## src/include/mcr_pkg.sv

```systemverilog
`default_nettype none
package mcr_pkg;
  localparam logic [7:0] ST_OK        = 8'h64;
  localparam logic [7:0] ST_STORED    = 8'h65;
  localparam logic [7:0] ST_BAD_SUM   = 8'h01;
  localparam logic [7:0] ST_BAD_CMD   = 8'h02;
  localparam logic [7:0] ST_BAD_TYPE  = 8'h03;
  localparam logic [7:0] ST_BAD_VALUE = 8'h04;
  localparam logic [7:0] ST_LOCKED    = 8'h05;
  localparam logic [7:0] ST_NOT_AVAIL = 8'h06;

  localparam logic [7:0] CMD_ROT_RIGHT  = 8'h01;
  localparam logic [7:0] CMD_ROT_LEFT   = 8'h02;
  localparam logic [7:0] CMD_STOP_MOTOR = 8'h03;
  localparam logic [7:0] CMD_MOVE       = 8'h04;
  localparam logic [7:0] CMD_WR_AXIS    = 8'h05;
  localparam logic [7:0] CMD_RD_AXIS    = 8'h06;
  localparam logic [7:0] CMD_WR_MOD     = 8'h09;
  localparam logic [7:0] CMD_RD_MOD     = 8'h0A;
  localparam logic [7:0] CMD_PERSIST    = 8'h0B;
  localparam logic [7:0] CMD_RELOAD     = 8'h0C;
  localparam logic [7:0] CMD_DRIVE_OUT  = 8'h0E;
  localparam logic [7:0] CMD_SAMPLE_IN  = 8'h0F;
  localparam logic [7:0] CMD_ARITHMETIC_WITH_CONSTANT       = 8'h13;
  localparam logic [7:0] CMD_COMPARE    = 8'h14;
  localparam logic [7:0] CMD_BRANCH_IF  = 8'h15;
  localparam logic [7:0] CMD_BRANCH     = 8'h16;
  localparam logic [7:0] CMD_WAIT       = 8'h1B;
  localparam logic [7:0] CMD_ARITHMETIC_WITH_X_REGISTER      = 8'h21;
  localparam logic [7:0] CMD_ACC_AXIS   = 8'h22;
  localparam logic [7:0] CMD_ACC_MOD    = 8'h23;
  localparam logic [7:0] CMD_CLR_ERR    = 8'h24;

  // Byte positions of command frames (POS_) and reply frames (RP_); value and checksum positions serve both.
  localparam logic [3:0] POS_ADDR    = 4'h0;
  localparam logic [3:0] POS_CMD     = 4'h1;
  localparam logic [3:0] POS_TYPE    = 4'h2;
  localparam logic [3:0] POS_BANK    = 4'h3;
  localparam logic [3:0] POS_VAL     = 4'h4;
  localparam logic [3:0] POS_SUM     = 4'h8;
  localparam logic [3:0] POS_LAST_CAN = 4'h7;
  localparam logic [3:0] RP_RADDR    = 4'h0;
  localparam logic [3:0] RP_MADDR    = 4'h1;
  localparam logic [3:0] RP_STATUS   = 4'h2;
  localparam logic [3:0] RP_CMD      = 4'h3;

  localparam logic [7:0] OP_ADD  = 8'h00;
  localparam logic [7:0] OP_SUB  = 8'h01;
  localparam logic [7:0] OP_MUL  = 8'h02;
  localparam logic [7:0] OP_AND  = 8'h05;
  localparam logic [7:0] OP_OR   = 8'h06;
  localparam logic [7:0] OP_XOR  = 8'h07;
  localparam logic [7:0] OP_NOT  = 8'h08;
  localparam logic [7:0] OP_LOAD = 8'h09;
  localparam logic [7:0] OP_TO_X = 8'h0A;

  localparam logic [7:0] TMAX_ANY   = 8'hFF;
  localparam logic [7:0] TMAX_MOVE  = 8'h02;
  localparam logic [7:0] TMAX_ARITHMETIC_WITH_CONSTANT  = 8'h09;
  localparam logic [7:0] TMAX_ARITHMETIC_WITH_X_REGISTER = 8'h0A;
  localparam logic [7:0] TMAX_ERR   = 8'h03;
  localparam logic [7:0] TMAX_ZERO  = 8'h00;
  localparam logic [7:0] AXIS_LAST  = 8'h00;
  localparam logic [7:0] USER_BANK  = 8'h02;
  localparam logic [31:0] BIN_MAX   = 32'h0000_0001;

  typedef enum logic [2:0] {
    CL_BAD, CL_EXEC, CL_ARITHMETIC_WITH_CONSTANT, CL_ARITHMETIC_WITH_X_REGISTER, CL_COMP, CL_PROG, CL_CLEAR
  } mcr_class_type;

  typedef struct packed {
    logic [7:0]  cmd;
    logic [7:0]  typ;
    logic [7:0]  bank;
    logic [31:0] value;
  } mcr_cmd_type;

  typedef struct packed {
    mcr_class_type cls;
    logic          reads;
    logic          locked_by_cfg;
    logic          user_only;
    logic          axis;
    logic          bin_value;
    logic          use_accu;
    logic [7:0]    type_max;
  } mcr_dec_type;

  typedef struct packed {
    logic [7:0]  status;
    logic [31:0] value;
  } mcr_result_type;
endpackage
`default_nettype wire

```

## src/core/mcr_cmd_decode.sv

```systemverilog
`default_nettype none
module mcr_cmd_decode
  import mcr_pkg::*;
(
  // Command number
  input  wire logic [7:0] cmd_i,
  // Decoded attributes
  output mcr_dec_type     dec_o
);
  always_comb
  begin
    dec_o = '{cls: CL_BAD, reads: 1'b0, locked_by_cfg: 1'b0, user_only: 1'b0,
              axis: 1'b0, bin_value: 1'b0, use_accu: 1'b0, type_max: TMAX_ZERO};
    case (cmd_i)
      CMD_ROT_RIGHT, CMD_ROT_LEFT, CMD_STOP_MOTOR:
      begin
        dec_o.cls  = CL_EXEC;
        dec_o.axis = 1'b1;
      end
      CMD_MOVE:
      begin
        dec_o.cls      = CL_EXEC;
        dec_o.axis     = 1'b1;
        dec_o.type_max = TMAX_MOVE;
      end
      CMD_WR_AXIS, CMD_RD_AXIS:
      begin
        dec_o.cls      = CL_EXEC;
        dec_o.axis     = 1'b1;
        dec_o.reads    = (cmd_i == CMD_RD_AXIS);
        dec_o.type_max = TMAX_ANY;
      end
      CMD_WR_MOD, CMD_RD_MOD:
      begin
        dec_o.cls           = CL_EXEC;
        dec_o.reads         = (cmd_i == CMD_RD_MOD);
        dec_o.locked_by_cfg = (cmd_i == CMD_WR_MOD);
        dec_o.type_max      = TMAX_ANY;
      end
      CMD_PERSIST, CMD_RELOAD:
      begin
        dec_o.cls           = CL_EXEC;
        dec_o.user_only     = 1'b1;
        dec_o.locked_by_cfg = (cmd_i == CMD_PERSIST);
        dec_o.type_max      = TMAX_ANY;
      end
      CMD_DRIVE_OUT, CMD_SAMPLE_IN:
      begin
        dec_o.cls       = CL_EXEC;
        dec_o.reads     = (cmd_i == CMD_SAMPLE_IN);
        dec_o.bin_value = (cmd_i == CMD_DRIVE_OUT);
        dec_o.type_max  = TMAX_ANY;
      end
      CMD_ARITHMETIC_WITH_CONSTANT:
      begin
        dec_o.cls      = CL_ARITHMETIC_WITH_CONSTANT;
        dec_o.type_max = TMAX_ARITHMETIC_WITH_CONSTANT;
      end
      CMD_ARITHMETIC_WITH_X_REGISTER:
      begin
        dec_o.cls      = CL_ARITHMETIC_WITH_X_REGISTER;
        dec_o.type_max = TMAX_ARITHMETIC_WITH_X_REGISTER;
      end
      CMD_COMPARE:
      begin
        dec_o.cls = CL_COMP;
      end
      CMD_BRANCH_IF, CMD_BRANCH, CMD_WAIT:
      begin
        dec_o.cls      = CL_PROG;
        dec_o.type_max = TMAX_ANY;
      end
      CMD_ACC_AXIS, CMD_ACC_MOD:
      begin
        dec_o.cls           = CL_EXEC;
        dec_o.axis          = (cmd_i == CMD_ACC_AXIS);
        dec_o.locked_by_cfg = (cmd_i == CMD_ACC_MOD);
        dec_o.use_accu      = 1'b1;
        dec_o.type_max      = TMAX_ANY;
      end
      CMD_CLR_ERR:
      begin
        dec_o.cls      = CL_CLEAR;
        dec_o.type_max = TMAX_ERR;
      end
      default:
      begin
        dec_o.cls = CL_BAD;
      end
    endcase
  end
endmodule
`default_nettype wire

```

## src/core/mcr_engine.sv

```systemverilog
`default_nettype none
module mcr_engine
  import mcr_pkg::*;
(
  // Clock and reset
  input  wire logic        clk_i,
  input  wire logic        srst_i,
  // Configuration
  input  wire logic [7:0]  module_addr_i,
  input  wire logic [7:0]  reply_addr_i,
  input  wire logic        can_mode_i,
  input  wire logic        store_mode_i,
  input  wire logic        cfg_lock_i,
  // Command bytes from the link
  input  wire logic        rx_valid_i,
  input  wire logic [7:0]  rx_byte_i,
  output logic             rx_ready_o,
  // Reply bytes to the link
  output logic             tx_valid_o,
  output logic [7:0]       tx_byte_o,
  input  wire logic        tx_ready_i,
  output logic [7:0]       tx_can_id_o,
  // Motion and parameter back end
  output logic             exec_valid_o,
  output logic             prog_wr_o,
  output mcr_cmd_type      exec_cmd_o,
  input  wire logic        exec_done_i,
  input  wire mcr_result_type exec_result_i,
  // Calculation state and error flags
  input  wire logic [3:0]  err_set_i,
  output logic [3:0]       err_flags_o,
  output logic [31:0]      accu_o,
  output logic [31:0]      xreg_o,
  output logic             flag_zero_o,
  output logic             flag_neg_o
);
  typedef enum logic [2:0] {
    S_RECV, S_CHECK, S_WAIT, S_REPLY
  } mcr_state_type;

  typedef struct packed {
    mcr_state_type   st;
    logic            can;
    logic [3:0]      cnt;
    logic [8:0][7:0] frame;
    logic [7:0]      sum;
    mcr_cmd_type     cmd;
    logic            reads;
    logic [7:0]      status;
    logic [31:0]     rvalue;
    logic [7:0]      tx_byte;
    logic [7:0]      can_id;
    logic [31:0]     accu;
    logic [31:0]     xreg;
    logic            flag_zero;
    logic            flag_neg;
    logic [3:0]      err;
    logic            exec_valid;
    logic            prog_wr;
  } mcr_regs_type;

  mcr_regs_type  regs_r;
  mcr_regs_type  regs_nxt;
  mcr_dec_type   dec;
  mcr_cmd_type   rx_cmd;
  logic          can_now;
  logic [3:0]    pos;
  logic [3:0]    pos_last;
  logic [7:0]    chk_status;
  logic [31:0]   arithmetic_with_constant_b;
  logic [31:0]   arithmetic_with_constant_res;
  logic [63:0]   prod;
  logic          arithmetic_with_constant_ok;
  logic [3:0]    clr_mask;
  logic [31:0]   cmp_diff;
  logic [7:0]    tx_sum;

  mcr_cmd_decode u_decode (
    .cmd_i (regs_r.frame[POS_CMD]),
    .dec_o (dec)
  );

  // The link mode is sampled only at the first byte, so a change in
  // mid-frame cannot shift byte positions.
  assign can_now  = (regs_r.st == S_RECV && regs_r.cnt == 4'h0) ? can_mode_i : regs_r.can;
  assign pos      = regs_r.cnt + {3'h0, can_now};
  assign pos_last = can_now ? POS_LAST_CAN : POS_SUM;

  assign rx_cmd = '{cmd:   regs_r.frame[POS_CMD],
                    typ:   regs_r.frame[POS_TYPE],
                    bank:  regs_r.frame[POS_BANK],
                    value: {regs_r.frame[POS_VAL], regs_r.frame[POS_VAL + 4'h1],
                            regs_r.frame[POS_VAL + 4'h2], regs_r.frame[POS_VAL + 4'h3]}};

  // Checks run in a fixed order so exactly one status is reported.
  always_comb
  begin
    chk_status = ST_OK;
    if (!regs_r.can && regs_r.sum != regs_r.frame[POS_SUM])
    begin
      chk_status = ST_BAD_SUM;
    end
    else if (dec.cls == CL_BAD)
    begin
      chk_status = ST_BAD_CMD;
    end
    else if (rx_cmd.typ > dec.type_max)
    begin
      chk_status = ST_BAD_TYPE;
    end
    else if ((dec.axis && rx_cmd.bank > AXIS_LAST) ||
             (dec.bin_value && rx_cmd.value > BIN_MAX) ||
             (dec.user_only && rx_cmd.bank != USER_BANK))
    begin
      chk_status = ST_BAD_VALUE;
    end
    else if (dec.locked_by_cfg && cfg_lock_i)
    begin
      chk_status = ST_LOCKED;
    end
    else if (store_mode_i)
    begin
      chk_status = ST_STORED;
    end
    else if (dec.cls == CL_PROG || (dec.cls inside {CL_ARITHMETIC_WITH_CONSTANT, CL_ARITHMETIC_WITH_X_REGISTER} && !arithmetic_with_constant_ok))
    begin
      chk_status = ST_NOT_AVAIL;
    end
  end

  assign arithmetic_with_constant_b = (dec.cls == CL_ARITHMETIC_WITH_CONSTANT) ? rx_cmd.value : regs_r.xreg;
  assign prod   = {32'h0, regs_r.accu} * {32'h0, arithmetic_with_constant_b};

  // Division and modulo are not built; they answer as not available.
  always_comb
  begin
    arithmetic_with_constant_ok  = 1'b1;
    arithmetic_with_constant_res = regs_r.accu;
    case (rx_cmd.typ)
      OP_ADD:  arithmetic_with_constant_res = regs_r.accu + arithmetic_with_constant_b;
      OP_SUB:  arithmetic_with_constant_res = regs_r.accu - arithmetic_with_constant_b;
      OP_MUL:  arithmetic_with_constant_res = prod[31:0];
      OP_AND:  arithmetic_with_constant_res = regs_r.accu & arithmetic_with_constant_b;
      OP_OR:   arithmetic_with_constant_res = regs_r.accu | arithmetic_with_constant_b;
      OP_XOR:  arithmetic_with_constant_res = regs_r.accu ^ arithmetic_with_constant_b;
      OP_NOT:  arithmetic_with_constant_res = ~regs_r.accu;
      OP_LOAD: arithmetic_with_constant_res = arithmetic_with_constant_b;
      OP_TO_X: arithmetic_with_constant_res = regs_r.accu;
      default: arithmetic_with_constant_ok  = 1'b0;
    endcase
  end

  assign cmp_diff = regs_r.accu - rx_cmd.value;
  assign tx_sum   = regs_r.sum + regs_r.tx_byte;

  function automatic logic [7:0] reply_byte(input logic [3:0]   p,
                                            input mcr_regs_type q,
                                            input logic [7:0]   maddr,
                                            input logic [7:0]   raddr,
                                            input logic [7:0]   s);
    logic [7:0] b;
    b = s;
    case (p)
      RP_RADDR:         b = raddr;
      RP_MADDR:         b = maddr;
      RP_STATUS:        b = q.status;
      RP_CMD:           b = q.cmd.cmd;
      POS_VAL:          b = q.rvalue[31:24];
      POS_VAL + 4'h1:   b = q.rvalue[23:16];
      POS_VAL + 4'h2:   b = q.rvalue[15:8];
      POS_VAL + 4'h3:   b = q.rvalue[7:0];
      default:          b = s;
    endcase
    return b;
  endfunction

  always_comb
  begin
    clr_mask = 4'h0;
    if (regs_r.st == S_CHECK && dec.cls == CL_CLEAR && chk_status == ST_OK)
    begin
      clr_mask[rx_cmd.typ[1:0]] = 1'b1;
    end
  end

  always_comb
  begin
    regs_nxt            = regs_r;
    regs_nxt.exec_valid = 1'b0;
    regs_nxt.prog_wr    = 1'b0;
    // A flag raised in the cycle it is cleared stays raised.
    regs_nxt.err        = (regs_r.err & ~clr_mask) | err_set_i;
    case (regs_r.st)
      S_RECV:
      begin
        if (rx_valid_i)
        begin
          regs_nxt.can        = can_now;
          regs_nxt.frame[pos] = rx_byte_i;
          if (regs_r.cnt == 4'h0)
          begin
            regs_nxt.sum = rx_byte_i;
          end
          else if (pos != POS_SUM)
          begin
            regs_nxt.sum = regs_r.sum + rx_byte_i;
          end
          if (pos == pos_last)
          begin
            regs_nxt.st  = S_CHECK;
            regs_nxt.cnt = 4'h0;
          end
          else
          begin
            regs_nxt.cnt = regs_r.cnt + 4'h1;
          end
        end
      end
      S_CHECK:
      begin
        regs_nxt.cmd    = rx_cmd;
        regs_nxt.reads  = dec.reads;
        regs_nxt.status = chk_status;
        regs_nxt.rvalue = rx_cmd.value;
        regs_nxt.can_id = reply_addr_i;
        if (!regs_r.can && regs_r.frame[POS_ADDR] != module_addr_i)
        begin
          regs_nxt.st = S_RECV;
        end
        else
        begin
          regs_nxt.st = S_REPLY;
          if (chk_status == ST_STORED)
          begin
            regs_nxt.prog_wr = 1'b1;
          end
          else if (chk_status == ST_OK)
          begin
            case (dec.cls)
              CL_EXEC:
              begin
                if (dec.use_accu)
                begin
                  regs_nxt.cmd.value = regs_r.accu;
                end
                regs_nxt.exec_valid = 1'b1;
                regs_nxt.st         = S_WAIT;
              end
              CL_ARITHMETIC_WITH_CONSTANT, CL_ARITHMETIC_WITH_X_REGISTER:
              begin
                if (dec.cls == CL_ARITHMETIC_WITH_X_REGISTER && rx_cmd.typ == OP_TO_X)
                begin
                  regs_nxt.xreg = regs_r.accu;
                end
                else
                begin
                  regs_nxt.accu = arithmetic_with_constant_res;
                end
              end
              CL_COMP:
              begin
                regs_nxt.flag_zero = (cmp_diff == 32'h0);
                regs_nxt.flag_neg  = ($signed(regs_r.accu) < $signed(rx_cmd.value));
              end
              default:
              begin
                regs_nxt.status = chk_status;
              end
            endcase
          end
        end
        if (regs_nxt.st == S_REPLY)
        begin
          regs_nxt.sum     = 8'h00;
          regs_nxt.cnt     = 4'h0;
          regs_nxt.tx_byte = reply_byte(regs_r.can ? RP_MADDR : RP_RADDR, regs_nxt,
                                        module_addr_i, reply_addr_i, 8'h00);
        end
      end
      S_WAIT:
      begin
        if (exec_done_i)
        begin
          regs_nxt.status = exec_result_i.status;
          if (regs_r.reads)
          begin
            regs_nxt.rvalue = exec_result_i.value;
          end
          regs_nxt.st      = S_REPLY;
          regs_nxt.sum     = 8'h00;
          regs_nxt.cnt     = 4'h0;
          regs_nxt.tx_byte = reply_byte(regs_r.can ? RP_MADDR : RP_RADDR, regs_nxt,
                                        module_addr_i, reply_addr_i, 8'h00);
        end
      end
      S_REPLY:
      begin
        if (tx_ready_i)
        begin
          regs_nxt.sum = tx_sum;
          if (pos == pos_last)
          begin
            regs_nxt.st  = S_RECV;
            regs_nxt.cnt = 4'h0;
          end
          else
          begin
            regs_nxt.cnt     = regs_r.cnt + 4'h1;
            regs_nxt.tx_byte = reply_byte(pos + 4'h1, regs_r, module_addr_i,
                                          reply_addr_i, tx_sum);
          end
        end
      end
      default:
      begin
        regs_nxt.st  = S_RECV;
        regs_nxt.cnt = 4'h0;
      end
    endcase
  end

  always_ff @(posedge clk_i)
  begin
    if (srst_i)
    begin
      regs_r <= '0;
    end
    else
    begin
      regs_r <= regs_nxt;
    end
  end

  // Bytes are only accepted while idle; the host must wait for the reply.
  assign rx_ready_o   = (regs_r.st == S_RECV);
  assign tx_valid_o   = (regs_r.st == S_REPLY);
  assign tx_byte_o    = regs_r.tx_byte;
  assign tx_can_id_o  = regs_r.can_id;
  assign exec_valid_o = regs_r.exec_valid;
  assign prog_wr_o    = regs_r.prog_wr;
  assign exec_cmd_o   = regs_r.cmd;
  assign err_flags_o  = regs_r.err;
  assign accu_o       = regs_r.accu;
  assign xreg_o       = regs_r.xreg;
  assign flag_zero_o  = regs_r.flag_zero;
  assign flag_neg_o   = regs_r.flag_neg;
endmodule
`default_nettype wire

```

## config.mk

```make
export PLATFORM = sky130hd
export DESIGN_NAME = mcr_engine
export DESIGN_NICKNAME = d
export VERILOG_FILES = /design/src/include/mcr_pkg.sv /design/src/core/mcr_cmd_decode.sv /design/src/core/mcr_engine.sv
export SDC_FILE = /design/constraint.sdc
export NUM_CORES = 2
export LEC_CHECK = 0
export BUFFER_PORTS_ARGS = -buffer_cell sky130_fd_sc_hd__clkbuf_2
export CORE_UTILIZATION = 50
export DETAILED_ROUTE_END_ITERATION = 6
export PLACE_DENSITY = 0.78
export SLEW_MARGIN = 25
export SYNTH_ARGS = -nofsm -noshare
export SYNTH_HDL_FRONTEND = slang
export SYNTH_HIERARCHICAL = 1
export SYNTH_SLANG_ARGS = --single-unit
```

## constraint.sdc

```tcl
create_clock -name clk_i -period 10.85 [get_ports clk_i]
set_input_delay 2.17 -clock clk_i [delete_from_list [all_inputs] [get_ports clk_i]]
set_output_delay 2.17 -clock clk_i [all_outputs]
set_load 0.005 [all_outputs]
```

==> flow_summary.ini <==
[finish]
nNetsFinal = 5094
layout.area.seq_um2 = 5450
mostFrequentLayoutCells = nor2_1 (647), inv_1 (513), nand2_1 (472)
drive_above_1_share_pct = 11.2
mostFrequentLayoutCell = nor2_1
fillers = 6463
multiInputGateArea_um2 = 26000
syn2layout_area_growth_pct = 6.60

[synthesis]
synth_ff_type = dfxtp_1
synthCells = 4341
ys_ff_latch = 272
avgSynthCellArea_um2 = 8.16
synth_fp_nets = 5110
synth_warnings = 6
synth_async_sr_flop_share_pct = 0
netlist_area_um2 = 35400
synth-edff-count = 0
ys_types = 95
ys_seq_area_share_pct = 15.4

[die]
fp.dieH_um = 268
start_util_pct = 50.6
design.core.area_um2 = 70000
die_x_um = 268
die_area_um2 = 71900
boundaryPins = 222
num_rows = 97

[clocking]
cts_resized = 0
cts.sinks = 272
hold_buffers = 0
cts_tree = done
clock_latency_ns = 0.64
cts_setup_buffers = 0
path_clk_slew_ns = 0.07
numCtsBuffers = 30
root_buffer = clkbuf_16
clk_path_buf_depth = 3
htreeDepth = 1

[sta]
setup_violations = 0
clock_skew_ns = 0.0489
min_period_over_period_pct = 97.0
fin_crit_ns = 10.53
worst_slack_ns = 0.323
fmax_mhz = 95.0
rsz0062_at_grt = false
finalSetupTns_ns = 0
max-slew-margin-rel_pct = 25.6
hold_viol = 0
tightest_slew_ns = 1.11
drv_slew = 0

[route]
dr_total_vias = 32600
ant_nets = 0
post-route-drc-count = 1
first_iter_violations = 3999
vias_per_cell = 6.16
first_pass_iters = 7
wl_per_cell_um = 25.1
routed_wl_mm = 133

[grt]
grt_max_degree = 76
grt_pass1_wl_mm = 196
grt_usage_pct = 36.7
overflow = 0
antenna_found_initial = 5
grt_pass1_vias = 31700

[worst_setup_path]
slowest_delay_ns = 0.71
crit_path_start = regs_r[204]
r2r_cells = 33
cp-endpoint = accu_o[30]
end_kind = register
r2r_setup_slack_ns = 0.32
crit_top_cell = fa_1
path_class = register to register
slowest_stage = dfxtp_1
critical_path_arrival_ns = 11.02
startpoint_type = register
cp_max_fo = 34
reg2reg_from = regs_r[204]
rr_endpoint = accu_o[30]
worstPathRequired_ns = 11.34

[hold_path]
hold_class = register to register

[power]
leakagePower_uw = 0.0160
switching_share_pct = 27.3
peakVddDrop_mv = 0.135
p_sw_uw = 656
pwr-share-comb_pct = 9.1
sequentialPowerShare_pct = 42.6
p_per_area_nw_per_um2 = 63.6
power_frac_clock_pct = 48.3
p_int_uw = 1740

[status]
outcome = finished with violations
violations = DRC

[run]
cap_viol_max_count = 0

[placement]
place_hpwl_mm = 99.8
gp_congestion = 1.02
pre_cts_ws_ns = 0.317
io_buffers = 221
## cell families (layout without fill, tap and decap cells)
family / count (synthesis) / count (layout) / synth area share (%)
other: 0 / 2 / 0
XOR/XNOR: 192 / 192 / 4.83
multiplexers: 169 / 169 / 4.96
adder cells (fa/ha/maj): 693 / 693 / 33.2
buffers and inverters: 913 / 921 / 11.4
AND/OR/NAND/NOR: 1368 / 1368 / 16.4
AO/OA/AOI/OAI: 734 / 734 / 13.8
flip-flops: 272 / 272 / 15.4
## metrics by stage
| stage | power, µW | util (%) | hold WS (ns) | cells | area (µm²) |
|---|---|---|---|---|---|
| final | 2400 | 53.9 | 0.477 | 5291 | 37700 |
| after global routing | 2460 | 53.9 | 0.493 | 5290 | 37700 |
| after CTS | 2390 | 53.8 | 0.481 | 5288 | 37700 |
| after detailed placement | 1250 | 52.2 | 0.467 | 5232 | 36500 |
| after global placement | 1250 | 52.2 | 0.461 | 5232 | 36500 |
| after floorplan | 1190 | - | 0.442 | 4341 | 35400 |
## cell usage after synthesis (9+ instances only)
cell       number  area share [%]
o21bai_1       19            0.40
and3_1         12            0.21
clkinv_1       10            0.11
nand3_1        26            0.37
nor3_1         51            0.72
mux2i_1       163             4.6
dfxtp_1       272              15
nor2_1        650             6.9
clkbuf_1      199             2.1
buf_1          21            0.22
inv_2          11            0.12
o2111ai_1       9            0.22
xor2_1         60             1.5
o211ai_1       15            0.32
o21ai_0       114             1.6
nand2_1       475             5.0
a31oi_1        23            0.41
inv_1         513             5.4
a221oi_1       21            0.52
fa_1          411              23
nor2b_1        19            0.34
o21a_1         18            0.38
nand4_1        17            0.30
nor4_1         23            0.41
a211o_1        10            0.25
a211oi_1      101             2.1
a21oi_1       221             3.1
ha_1          282              10
or3_1          15            0.27
a21o_1         33            0.70
o221ai_1       11            0.27
xnor2_1       129             3.2
o21ai_2        16            0.40
a22oi_1        10            0.21
buf_4         146             3.1
or2_2           9            0.16
nand2b_1       21            0.37
o22a_1         17            0.42
o22ai_1        19            0.34
## worst min path at each step
stage	cells after the start	to	startpoint	slack, ns
6_report	2	xreg_o[22]	xreg_o[22]	0.48
3_3_place_gp	2	err_flags_o[2]	err_flags_o[2]	0.46
3_5_place_dp	2	accu_o[20]	accu_o[20]	0.47
2_1_floorplan	2	xreg_o[0]	xreg_o[0]	0.44
5_1_grt	2	err_flags_o[2]	err_flags_o[2]	0.49
4_1_cts	2	err_flags_o[2]	err_flags_o[2]	0.48
## cell type report
cell class	count	share of cell area, %
clock buffer	37	2.24
sequential	272	14.4
inverter	534	5.32
multi-input combinational	3156	69.0
timing repair buffer	331	5.19
antenna	2	0.0133
clock inverter	19	0.686
tap	940	3.12
## metal layers
layer | vias to the layer above | global-route usage (%) | routed length (µm)
met2 | 2341 | 53.1 | 54500
met3 | 680 | 12.7 | 19000
met4 | 4 | 25.4 | 11500
met5 | - | 0 | 58
met1 | 15500 | 45.7 | 47700
li1 | 14000 | - | -
## critical path, delay by kind of cell (launching register included)
kind | cells | cell delay, ns
adder cells (fa/ha/maj) | 9 | 4.37
multiplexers | 1 | 0.15
AO/OA/AOI/OAI | 15 | 3.16
buffers and inverters | 4 | 0.82
AND/OR/NAND/NOR | 4 | 1.18
flip-flops | 1 | 0.71
## registers in the layout (all words and copies together), names as in the netlist
| register | count |
|---|---|
| tx_can_id_o | 8 |
| exec_valid_o | 1 |
| exec_cmd_o | 56 |
| prog_wr_o | 1 |
| err_flags_o | 4 |
| flag_neg_o | 1 |
| regs_r | 128 |
| flag_zero_o | 1 |
| accu_o | 32 |
| tx_byte_o | 8 |
| xreg_o | 32 |
## power groups by stage
stage / combinational (µW) / sequential [µW] / clock (µW)
4_1_cts: 210 / 1020 / 1160
2_1_floorplan: 148 / 1040 / 0
6_report: 218 / 1020 / 1160
3_3_place_gp: 205 / 1040 / 0
5_1_grt: 233 / 1020 / 1210
3_5_place_dp: 209 / 1050 / 0
Power figures use the tool's default switching activity.
